`config.mk`:
```
export PLATFORM = sky130hd
export DESIGN_NAME = rg_setpoint_ramp
export DESIGN_NICKNAME = d
export VERILOG_FILES = /design/src/verilog/rg_pkg.sv /design/src/verilog/rg_divider.sv /design/src/verilog/rg_setpoint_ramp.sv
export SDC_FILE = /design/constraint.sdc
export NUM_CORES = 2
export LEC_CHECK = 0
export BUFFER_PORTS_ARGS = -buffer_cell sky130_fd_sc_hd__buf_2
export CAP_MARGIN = 20
export CORE_MARGIN = 1.5
export CORE_UTILIZATION = 36
export DETAILED_ROUTE_END_ITERATION = 16
export MAX_ROUTING_LAYER = met4
export PLACE_DENSITY = 0.6
export SYNTH_ARGS = -nofsm -noshare
export SYNTH_HDL_FRONTEND = slang
export SYNTH_SLANG_ARGS = --single-unit
```
`constraint.sdc`:
```
create_clock -name clk -period 24.2 [get_ports clk]
set_input_delay 2.42 -clock clk [delete_from_list [all_inputs] [get_ports clk]]
set_output_delay 2.42 -clock clk [all_outputs]
set_load 0.02 [all_outputs]
```
`src/verilog/rg_pkg.sv`:
```
// Purpose: shared constants and carriers for the setpoint ramp generator
// Assumes: levels in 0.01 % units, times in 0.1 s units
// Notes:   fixed point ramp state carries FRAC_W fraction bits
package rg_pkg;
  // ----------------------------------------------------------------
  // widths
  // ----------------------------------------------------------------
  localparam int OUT_W  = 16;
  localparam int FRAC_W = 16;
  localparam int ACC_W  = 34;
  localparam int STEP_W = 32;
  localparam int NUM_W  = 48;
  localparam int DEN_W  = 32;
  localparam int TIME_W = 13;
  localparam int SC_W   = 14;

  // ----------------------------------------------------------------
  // levels and timing
  // ----------------------------------------------------------------
  // +-300.00 % restore span
  localparam logic signed [OUT_W-1:0] LEVEL_MAX = 16'sh7530;
  localparam logic signed [OUT_W-1:0] LEVEL_MIN = -16'sh7530;
  // 0.1 s .. 600.0 s
  localparam logic [TIME_W-1:0] TIME_MIN_DS = 13'h0001;
  localparam logic [TIME_W-1:0] TIME_MAX_DS = 13'h1770;
  // s-curve 0.00 .. 100.00 %
  localparam logic [SC_W-1:0]   SCURVE_MAX  = 14'h2710;
  // ramp time x (1 + 3.5 s/100), doubled to stay integer
  localparam logic [16:0]       SC_BASE     = 17'h0_4E20;
  localparam logic [3:0]        SC_MUL      = 4'h7;
  // 100 % per second scale: 10000 / (0.1 s) / 2 / 1e6 us
  localparam logic [15:0]       STEP_SCALE  = 16'h07D0;
  localparam int                SAMPLE_US   = 1000;
  // jerk: dv = stepMax * (DV_BIAS - s) >> DV_SHIFT
  localparam logic [SC_W:0]     DV_BIAS     = 15'h2711;
  localparam int                DV_SHIFT    = 14;

  // ----------------------------------------------------------------
  // carriers
  // ----------------------------------------------------------------
  typedef enum logic [2:0] {
    RG_IDLE = 3'b001,
    RG_DIV  = 3'b010,
    RG_STEP = 3'b100
  } rg_phase_t;

  typedef struct packed {
    logic [TIME_W-1:0]       riseTime;
    logic [TIME_W-1:0]       fallTime;
    logic [SC_W-1:0]         sCurve;
    logic [OUT_W-1:0]        activity_threshold;
    logic signed [OUT_W-1:0] restoreLevel;
    logic [OUT_W-1:0]        floorSpeed;
    logic signed [OUT_W-1:0] jogSetpoint;
    logic                    jogActive;
    logic                    invert;
    logic                    hold;
    logic                    autoReset;
    logic                    extReset;
    logic                    driveEnable;
  } rg_cfg_t;
endpackage

```
`src/verilog/rg_divider.sv`:
```
// Purpose: serial restoring divider for the per-tick ramp step
// Assumes: start is ignored while busy; den of zero gives all ones
// Notes:   one quotient bit per clock
`timescale 1ns/10ps
`default_nettype none
module rg_divider #(
  parameter int NW = 48,
  parameter int DW = 32
) (
  input  wire logic          clk,
  input  wire logic          rst_b,
  input  wire logic          start,
  input  wire logic [NW-1:0] num,
  input  wire logic [DW-1:0] den,
  output logic               done,
  output logic [NW-1:0]      quo
);
  typedef struct packed {
    logic [DW:0]           rem;
    logic [NW-1:0]         q;
    logic [DW-1:0]         d;
    logic [$clog2(NW):0]   cnt;
    logic                  busy;
    logic                  done;
  } rg_div_t;

  rg_div_t s;
  rg_div_t next_s;
  logic [DW:0] sh;

  always_comb begin
    next_s = s;
    sh = '0;
    next_s.done = 1'b0;
    if (start && !s.busy) begin
      next_s.rem = '0;
      next_s.q = num;
      next_s.d = den;
      next_s.cnt = ($clog2(NW)+1)'(NW);
      next_s.busy = 1'b1;
    end else if (s.busy) begin
      sh = {s.rem[DW-1:0], s.q[NW-1]};
      next_s.q = {s.q[NW-2:0], 1'b0};
      if (sh >= {1'b0, s.d}) begin
        next_s.rem = sh - {1'b0, s.d};
        next_s.q[0] = 1'b1;
      end else begin
        next_s.rem = sh;
      end
      next_s.cnt = s.cnt - 1'b1;
      if (s.cnt == 1) begin
        next_s.busy = 1'b0;
        next_s.done = 1'b1;
      end
    end
  end

  always_ff @(posedge clk) begin
    if (!rst_b) begin
      s <= '0;
    end else begin
      s <= next_s;
    end
  end

  assign done = s.done;
  assign quo  = s.q;
endmodule // rg_divider
`default_nettype wire

```
`src/verilog/rg_setpoint_ramp.sv`:
```
// Purpose: slews a setpoint toward a shaped target on each sample tick
// Assumes: all inputs come from logic on clk; sampleTick is one cycle
// Notes:   a tick that lands while a step is in flight is dropped
//
// Behaviour
// - slewing flag when |out - jog| exceeds threshold
// - rise time sets full-scale accelerating duration
// - fall time sets full-scale decelerating duration
// - ramp time scaled by 1 + 3.5*s/100
// - zero s-curve linear, else soft ends
// - hold freezes output; reset overrides hold
// - invert option negates the target input
// - re-arm option resets ramp on start pulse
// - forced restore holds output at restore level
// - forced or re-arm reset loads clamped restore level
// - enabled drive clamps target magnitude to floor
// - target passes jog block, then ramp
// - re-arm resets on enable, not disable
`timescale 1ns/10ps
`default_nettype none
module rg_setpoint_ramp
  import rg_pkg::*;
#(
  parameter int SAMPLE_PERIOD_US = SAMPLE_US
) (
  input  wire logic                    clk,
  input  wire logic                    rst_b,
  input  wire logic                    sampleTick,
  input  wire rg_cfg_t                 cfg,
  input  wire logic signed [OUT_W-1:0] targetIn,
  output logic signed [OUT_W-1:0]      rampOut,
  output logic                         slewing
);
  // ----------------------------------------------------------------
  // state
  // ----------------------------------------------------------------
  typedef struct packed {
    rg_phase_t               st;
    logic signed [ACC_W-1:0] acc;
    logic [STEP_W-1:0]       vel;
    logic [STEP_W-1:0]       stepMax;
    logic [ACC_W-1:0]        brake;
    logic                    dirNeg;
    logic                    enPrev;
    logic                    slewing;
    logic signed [OUT_W-1:0] out;
  } rg_ramp_t;

  localparam logic [NUM_W-1:0] STEP_NUM =
    (NUM_W'(STEP_SCALE) * NUM_W'(SAMPLE_PERIOD_US)) << FRAC_W;

  rg_ramp_t s;
  rg_ramp_t next_s;

  logic signed [OUT_W-1:0] tgtInv, tgtFl, jogOut, restoreLvl;
  logic [OUT_W-1:0]        tgtMag;
  logic signed [ACC_W-1:0] tgtFx, diff;
  logic [ACC_W-1:0]        mag, mv, brake0;
  logic [STEP_W-1:0]       vel0, v, dv;
  logic [STEP_W+SC_W:0]    dvProd;
  logic [TIME_W-1:0]       timeSel;
  logic [DEN_W-1:0]        den;
  logic signed [OUT_W:0]   outDiff;
  logic [OUT_W:0]          outMag;
  logic                    rise, startPulse, rampReset;
  logic                    divStart, divDone;
  logic [NUM_W-1:0]        quo;

  // ----------------------------------------------------------------
  // target path
  // ----------------------------------------------------------------
  always_comb begin
    tgtInv = cfg.invert ? -targetIn : targetIn;
    tgtMag = tgtInv[OUT_W-1] ? OUT_W'(-tgtInv) : OUT_W'(tgtInv);
    tgtFl = tgtInv;
    if (cfg.driveEnable && tgtMag < cfg.floorSpeed) begin
      tgtFl = tgtInv[OUT_W-1] ? -signed'(cfg.floorSpeed)
                              : signed'(cfg.floorSpeed);
    end
    // jog block sits ahead of the ramp shaper
    jogOut = cfg.jogActive ? cfg.jogSetpoint : tgtFl;
    restoreLvl = cfg.restoreLevel;
    if (cfg.restoreLevel > LEVEL_MAX) restoreLvl = LEVEL_MAX;
    if (cfg.restoreLevel < LEVEL_MIN) restoreLvl = LEVEL_MIN;
  end

  // start pulse: one cycle per enable edge, so disable never resets
  assign startPulse = cfg.driveEnable && !s.enPrev;
  // forced restore does not look at the re-arm option
  assign rampReset = cfg.extReset ||
                     (cfg.autoReset && startPulse);

  // ----------------------------------------------------------------
  // step size
  // ----------------------------------------------------------------
  rg_divider #(
    .NW (NUM_W),
    .DW (DEN_W)
  ) u_div (
    .clk   (clk),
    .rst_b (rst_b),
    .start (divStart),
    .num   (STEP_NUM),
    .den   (den),
    .done  (divDone),
    .quo   (quo)
  );

  always_comb begin
    tgtFx = {{(ACC_W-OUT_W-FRAC_W){jogOut[OUT_W-1]}}, jogOut,
             {FRAC_W{1'b0}}};
    diff = tgtFx - s.acc;
    mag = diff[ACC_W-1] ? ACC_W'(-diff) : ACC_W'(diff);
    // away from zero counts as rising
    rise = (s.acc == '0) || (diff[ACC_W-1] == s.acc[ACC_W-1]);
    timeSel = rise ? cfg.riseTime : cfg.fallTime;
    if (timeSel < TIME_MIN_DS) timeSel = TIME_MIN_DS;
    if (timeSel > TIME_MAX_DS) timeSel = TIME_MAX_DS;
    den = DEN_W'(timeSel) *
          DEN_W'(SC_BASE + 17'(SC_MUL) * 17'(cfg.sCurve));
    dvProd = (STEP_W+SC_W+1)'(s.stepMax) *
             (STEP_W+SC_W+1)'(DV_BIAS - 15'(cfg.sCurve));
    dv = STEP_W'(dvProd >> DV_SHIFT);
    if (dv == '0) dv = STEP_W'(1);
    outDiff = (OUT_W+1)'(s.out) - (OUT_W+1)'(jogOut);
    outMag = outDiff[OUT_W] ? (OUT_W+1)'(-outDiff) : (OUT_W+1)'(outDiff);
  end

  // ----------------------------------------------------------------
  // sequencing
  // ----------------------------------------------------------------
  always_comb begin
    next_s = s;
    divStart = 1'b0;
    vel0 = s.vel;
    brake0 = s.brake;
    v = '0;
    mv = '0;
    next_s.enPrev = cfg.driveEnable;
    next_s.slewing = ({1'b0, outMag} >
                      (OUT_W+2)'(cfg.activity_threshold));
    unique case (s.st)
      RG_IDLE: begin
        if (sampleTick && !cfg.hold) begin
          divStart = 1'b1;
          next_s.st = RG_DIV;
        end
      end
      RG_DIV: begin
        if (divDone) begin
          next_s.stepMax = (|quo[NUM_W-1:STEP_W]) ? '1
                                                  : quo[STEP_W-1:0];
          next_s.st = RG_STEP;
        end
      end
      RG_STEP: begin
        next_s.st = RG_IDLE;
        if (diff[ACC_W-1] != s.dirNeg) begin
          vel0 = '0;
          brake0 = '0;
        end
        if (cfg.sCurve == '0) begin
          v = s.stepMax;
          next_s.brake = '0;
        end else if (mag <= brake0) begin
          // braking mirrors the distance spent speeding up
          v = (vel0 > dv) ? vel0 - dv : dv;
          next_s.brake = (brake0 > ACC_W'(v)) ? brake0 - ACC_W'(v) : '0;
        end else begin
          v = (vel0 + dv > s.stepMax) ? s.stepMax : vel0 + dv;
          next_s.brake = brake0 + ACC_W'(v);
        end
        if (v > s.stepMax) v = s.stepMax;
        mv = (ACC_W'(v) > mag) ? mag : ACC_W'(v);
        if (cfg.hold) mv = '0;
        next_s.vel = (mag == '0) ? '0 : v;
        next_s.dirNeg = diff[ACC_W-1];
        next_s.acc = diff[ACC_W-1] ? s.acc - signed'(mv)
                                   : s.acc + signed'(mv);
      end
      default: next_s.st = RG_IDLE;
    endcase
    if (rampReset) begin
      next_s.acc = {{(ACC_W-OUT_W-FRAC_W){restoreLvl[OUT_W-1]}},
                    restoreLvl, {FRAC_W{1'b0}}};
      next_s.vel = '0;
      next_s.brake = '0;
      next_s.st = RG_IDLE;
    end
    next_s.out = next_s.acc[FRAC_W +: OUT_W];
  end

  always_ff @(posedge clk) begin
    if (!rst_b) begin
      s <= '{st: RG_IDLE, default: '0};
    end else begin
      s <= next_s;
    end
  end

  assign rampOut = s.out;
  assign slewing = s.slewing;
endmodule // rg_setpoint_ramp
`default_nettype wire
```
==> impl_metrics.env <==
export IMPL_cp_arrival_ps=23740
export IMPL_end_kind="register"
export IMPL_min_from="s[89]$_SDFFE_PP0P_"
export IMPL_synth_top_family_by_area="adder cells"
export IMPL_async_flop_share_pct=0
export IMPL_cts_max_level=2
export IMPL_cts_sinks=258
export IMPL_path_class="in -> reg"
export IMPL_dp_hpwl_um=162300
export IMPL_hold_path_class="reg -> reg"
export IMPL_root_buffer="clkbuf_16"
export IMPL_dieHeight_um=397.8
export IMPL_finalCriticalPeriod_ps=23300
export IMPL_core_area_um2=154400
export IMPL_synth_edf_count=0
export IMPL_crit_top_cell="buf_4"
export IMPL_drive_gt1_share_pct=13.21
export IMPL_yosysSeqAreaShare_pct=9.206
export IMPL_synthDistinctLibCells=117
export IMPL_yosys_area_top_type="fa_1"
export IMPL_final_common_cell="inv_1"
export IMPL_via_per_inst=5.451
export IMPL_cts_reportedPaths_clkPinSlew_ps=60
export IMPL_ys_seq_elements=258
export IMPL_place_inst=9666
export IMPL_startpoint="cfg[72]"
export IMPL_routed_wl_um=197800
export IMPL_grt_first_pass_wirelength_um=308700
export IMPL_grt_max_degree=80
export IMPL_worst_pin_slew_ps=1154
export IMPL_synthTopCellsByArea="fa_1 21%, ha_1 15%, dfxtp_1 9.2%"
export IMPL_drcViolationCount=0
export IMPL_cts_hold_buf=0
export IMPL_crit_required_ps=24640
export IMPL_synth_compound_area_share_pct=17.77
export IMPL_drtIter0Drc=3855
export IMPL_die_w_um=397.8
export IMPL_yosys_area_share_adder_pct=35.43
export IMPL_grt_ovfl_total=0
export IMPL_clk_latency_ps=620
export IMPL_start_util_pct=36.33
export IMPL_hold_viol=0
export IMPL_utilization_pct=41.58
export IMPL_num_vias=53120
export IMPL_drv_slew=0
export IMPL_synthCells=7293
export IMPL_slew_headroom_pct=23.04
export IMPL_slowest_delay_ps=560
export IMPL_multi_input_area_um2=46420
export IMPL_cts_buffers_inserted=35
export IMPL_finClkSkew_ps=48.59
export IMPL_syn_avg_cell_area_um2=7.693
export IMPL_cp_start_kind="input pin"
export IMPL_fin_cells=9744
export IMPL_io_buffers=145
export IMPL_synthSimpleGateAreaFrac_pct=20.44
export IMPL_drtAntennaViolNets=0
export IMPL_pin_count=146
export IMPL_ys_warn_count=0
export IMPL_clock_path_buffers=3
export IMPL_synth_top_area_share_pct=20.91
export IMPL_fin_crit_sh_pct=96.27
export IMPL_dr_pass1_iters=6
export IMPL_dieArea_um2=158200
export IMPL_critPathSlowestCell="or4_1"
export IMPL_synthMuxAreaShare_pct=1.992
export IMPL_grt_pass1_vias=52930
export IMPL_finalSetupViolations=0
export IMPL_fmaxAchievable_mhz=42.92
export IMPL_cp_max_fo=12
export IMPL_grtUsageTotal_pct=25.62
export IMPL_cts_tree="built"
export IMPL_synthXorXnorAreaFrac_pct=5.905
export IMPL_fin_nets=9037
export IMPL_wire_per_inst_um=20.30
export IMPL_synth_cell_area_um2=56100
export IMPL_syn_nets=8659
export IMPL_antenna_found_initial=4
export IMPL_area_delta_synth_final_pct=14.44
export IMPL_rows=144
export IMPL_r2r_start="s[67]$_SDFFE_PN0P_"
export IMPL_synth_flop_cell="dfxtp_1"
export IMPL_max_cap_violations=0
export IMPL_status="completed"
export IMPL_gp_congestion=1.000
export IMPL_fill_cells=15710
export IMPL_seqCellArea_um2=5169
export IMPL_layout_common_cells="979 x inv_1, 875 x nand2_1, 650 x ha_1, 649 x nor2_1, 585 x fa_1"
-- metal layers --
metal | up-vias | GRT usage, % | part of all wire (%) | wire length, um
li1 | 25120 | - | - | -
met1 | 25960 | 32.30 | 43 | 85490
met2 | 1690 | 42.13 | 47 | 92420
met3 | 349 | 2.839 | 5.7 | 11220
met4 | 0 | 9.501 | 4.4 | 8699
met5 | - | - | 0 | 0
-- metrics by stage --
| step | setup slack (ps) | hold WS, ps | TNS (ps) | area (um^2) |
|---|---|---|---|---|
| 2_1_floorplan | 27.51 | 427.3 | 0 | 56120 |
| 3_3_place_gp | -689.3 | 434.1 | -4407 | 62330 |
| 3_5_place_dp | -872.4 | 442.4 | -6406 | 62340 |
| 4_1_cts | 6.576 | 450.0 | 0 | 63590 |
| 5_1_grt | -68.34 | 477.2 | -89.21 | 64200 |
| 6_report | 902.9 | 447.5 | 0 | 64200 |
-- kinds of logic after synthesis --
group / after synthesis
buffers and inverters: 1351
multiplexers: 105
AO/OA/AOI/OAI: 1519
adder cells (fa/ha/maj): 1237
flip-flops: 258
AND/OR/NAND/NOR: 2448
XOR/XNOR: 375
-- layout make-up --
class | instances | share of cell area [%]
Clock inverter | 15 | 0.2904
Antenna cell | 3 | 0.01169
Sequential cell | 258 | 8.051
Timing Repair Buffer | 708 | 8.016
Tap cell | 2044 | 3.983
Clock buffer | 48 | 1.600
Inverter | 984 | 5.753
Multi-Input combinational cell | 5684 | 72.30
-- flip-flops by register name, summed over array words and instances (netlist names) --
| signal | cells |
|---|---|
| s | 137 |
| u_div.s | 71 |
| u_div.quo | 48 |
| slewing | 1 |
| u_div.done | 1 |
-- worst max-delay path: cells and delay by family --
family / cells / cell delay [ps]
compound gates: 41 / 7910
xor+xnor: 3 / 450
fa+ha+maj: 14 / 5340
buf+inv: 18 / 2380
mux: 2 / 590
simple gates: 26 / 4660
-- final timing paths --
kind	cells after the start	end	slack, ps
setup / recovery	104	s[150]$_SDFFE_PN0P_	900
hold / removal	2	s[89]$_SDFFE_PP0P_	450
setup reg to reg	92	s[150]$_SDFFE_PN0P_	2920
hold reg to reg	2	s[89]$_SDFFE_PP0P_	450
-- synth_stat cells, types with 16 or more instances --
master      n
a21boi_0   23
nand3_1   105
clkbuf_1  304
xor2_1    129
o21a_1     67
dfxtp_1   258
a31oi_1    50
nor2_1    659
and3_1     34
o41ai_1    18
or3_1      50
o21ai_0   284
o221a_2    34
nand4_1    68
a211oi_1   89
o211ai_1   43
nor3_1    144
and2_1    201
a21o_1    113
or2_2      31
o31ai_1    30
inv_1     980
buf_1      19
nor2b_1    68
a22oi_1    75
nor4_1     39
nand2b_1   69
buf_4      17
or4_1      16
a211o_1    25
o21bai_1   46
ha_1      651
xnor2_1   244
fa_1      586
a21oi_1   448
mux2_2     25
mux2i_1    75
nand2_1   878
buf_2      23
-- timing repair --
item	4_1_cts	5_1_grt
gates resized for setup	6	111
buffers inserted	0	8
pin swaps	0	52
endpoints found under the setup margin	7	24
cloned	0	0
Power is not shown: default switching activity piles up to over one toggle a cycle in this logic, so the estimate is an artifact.
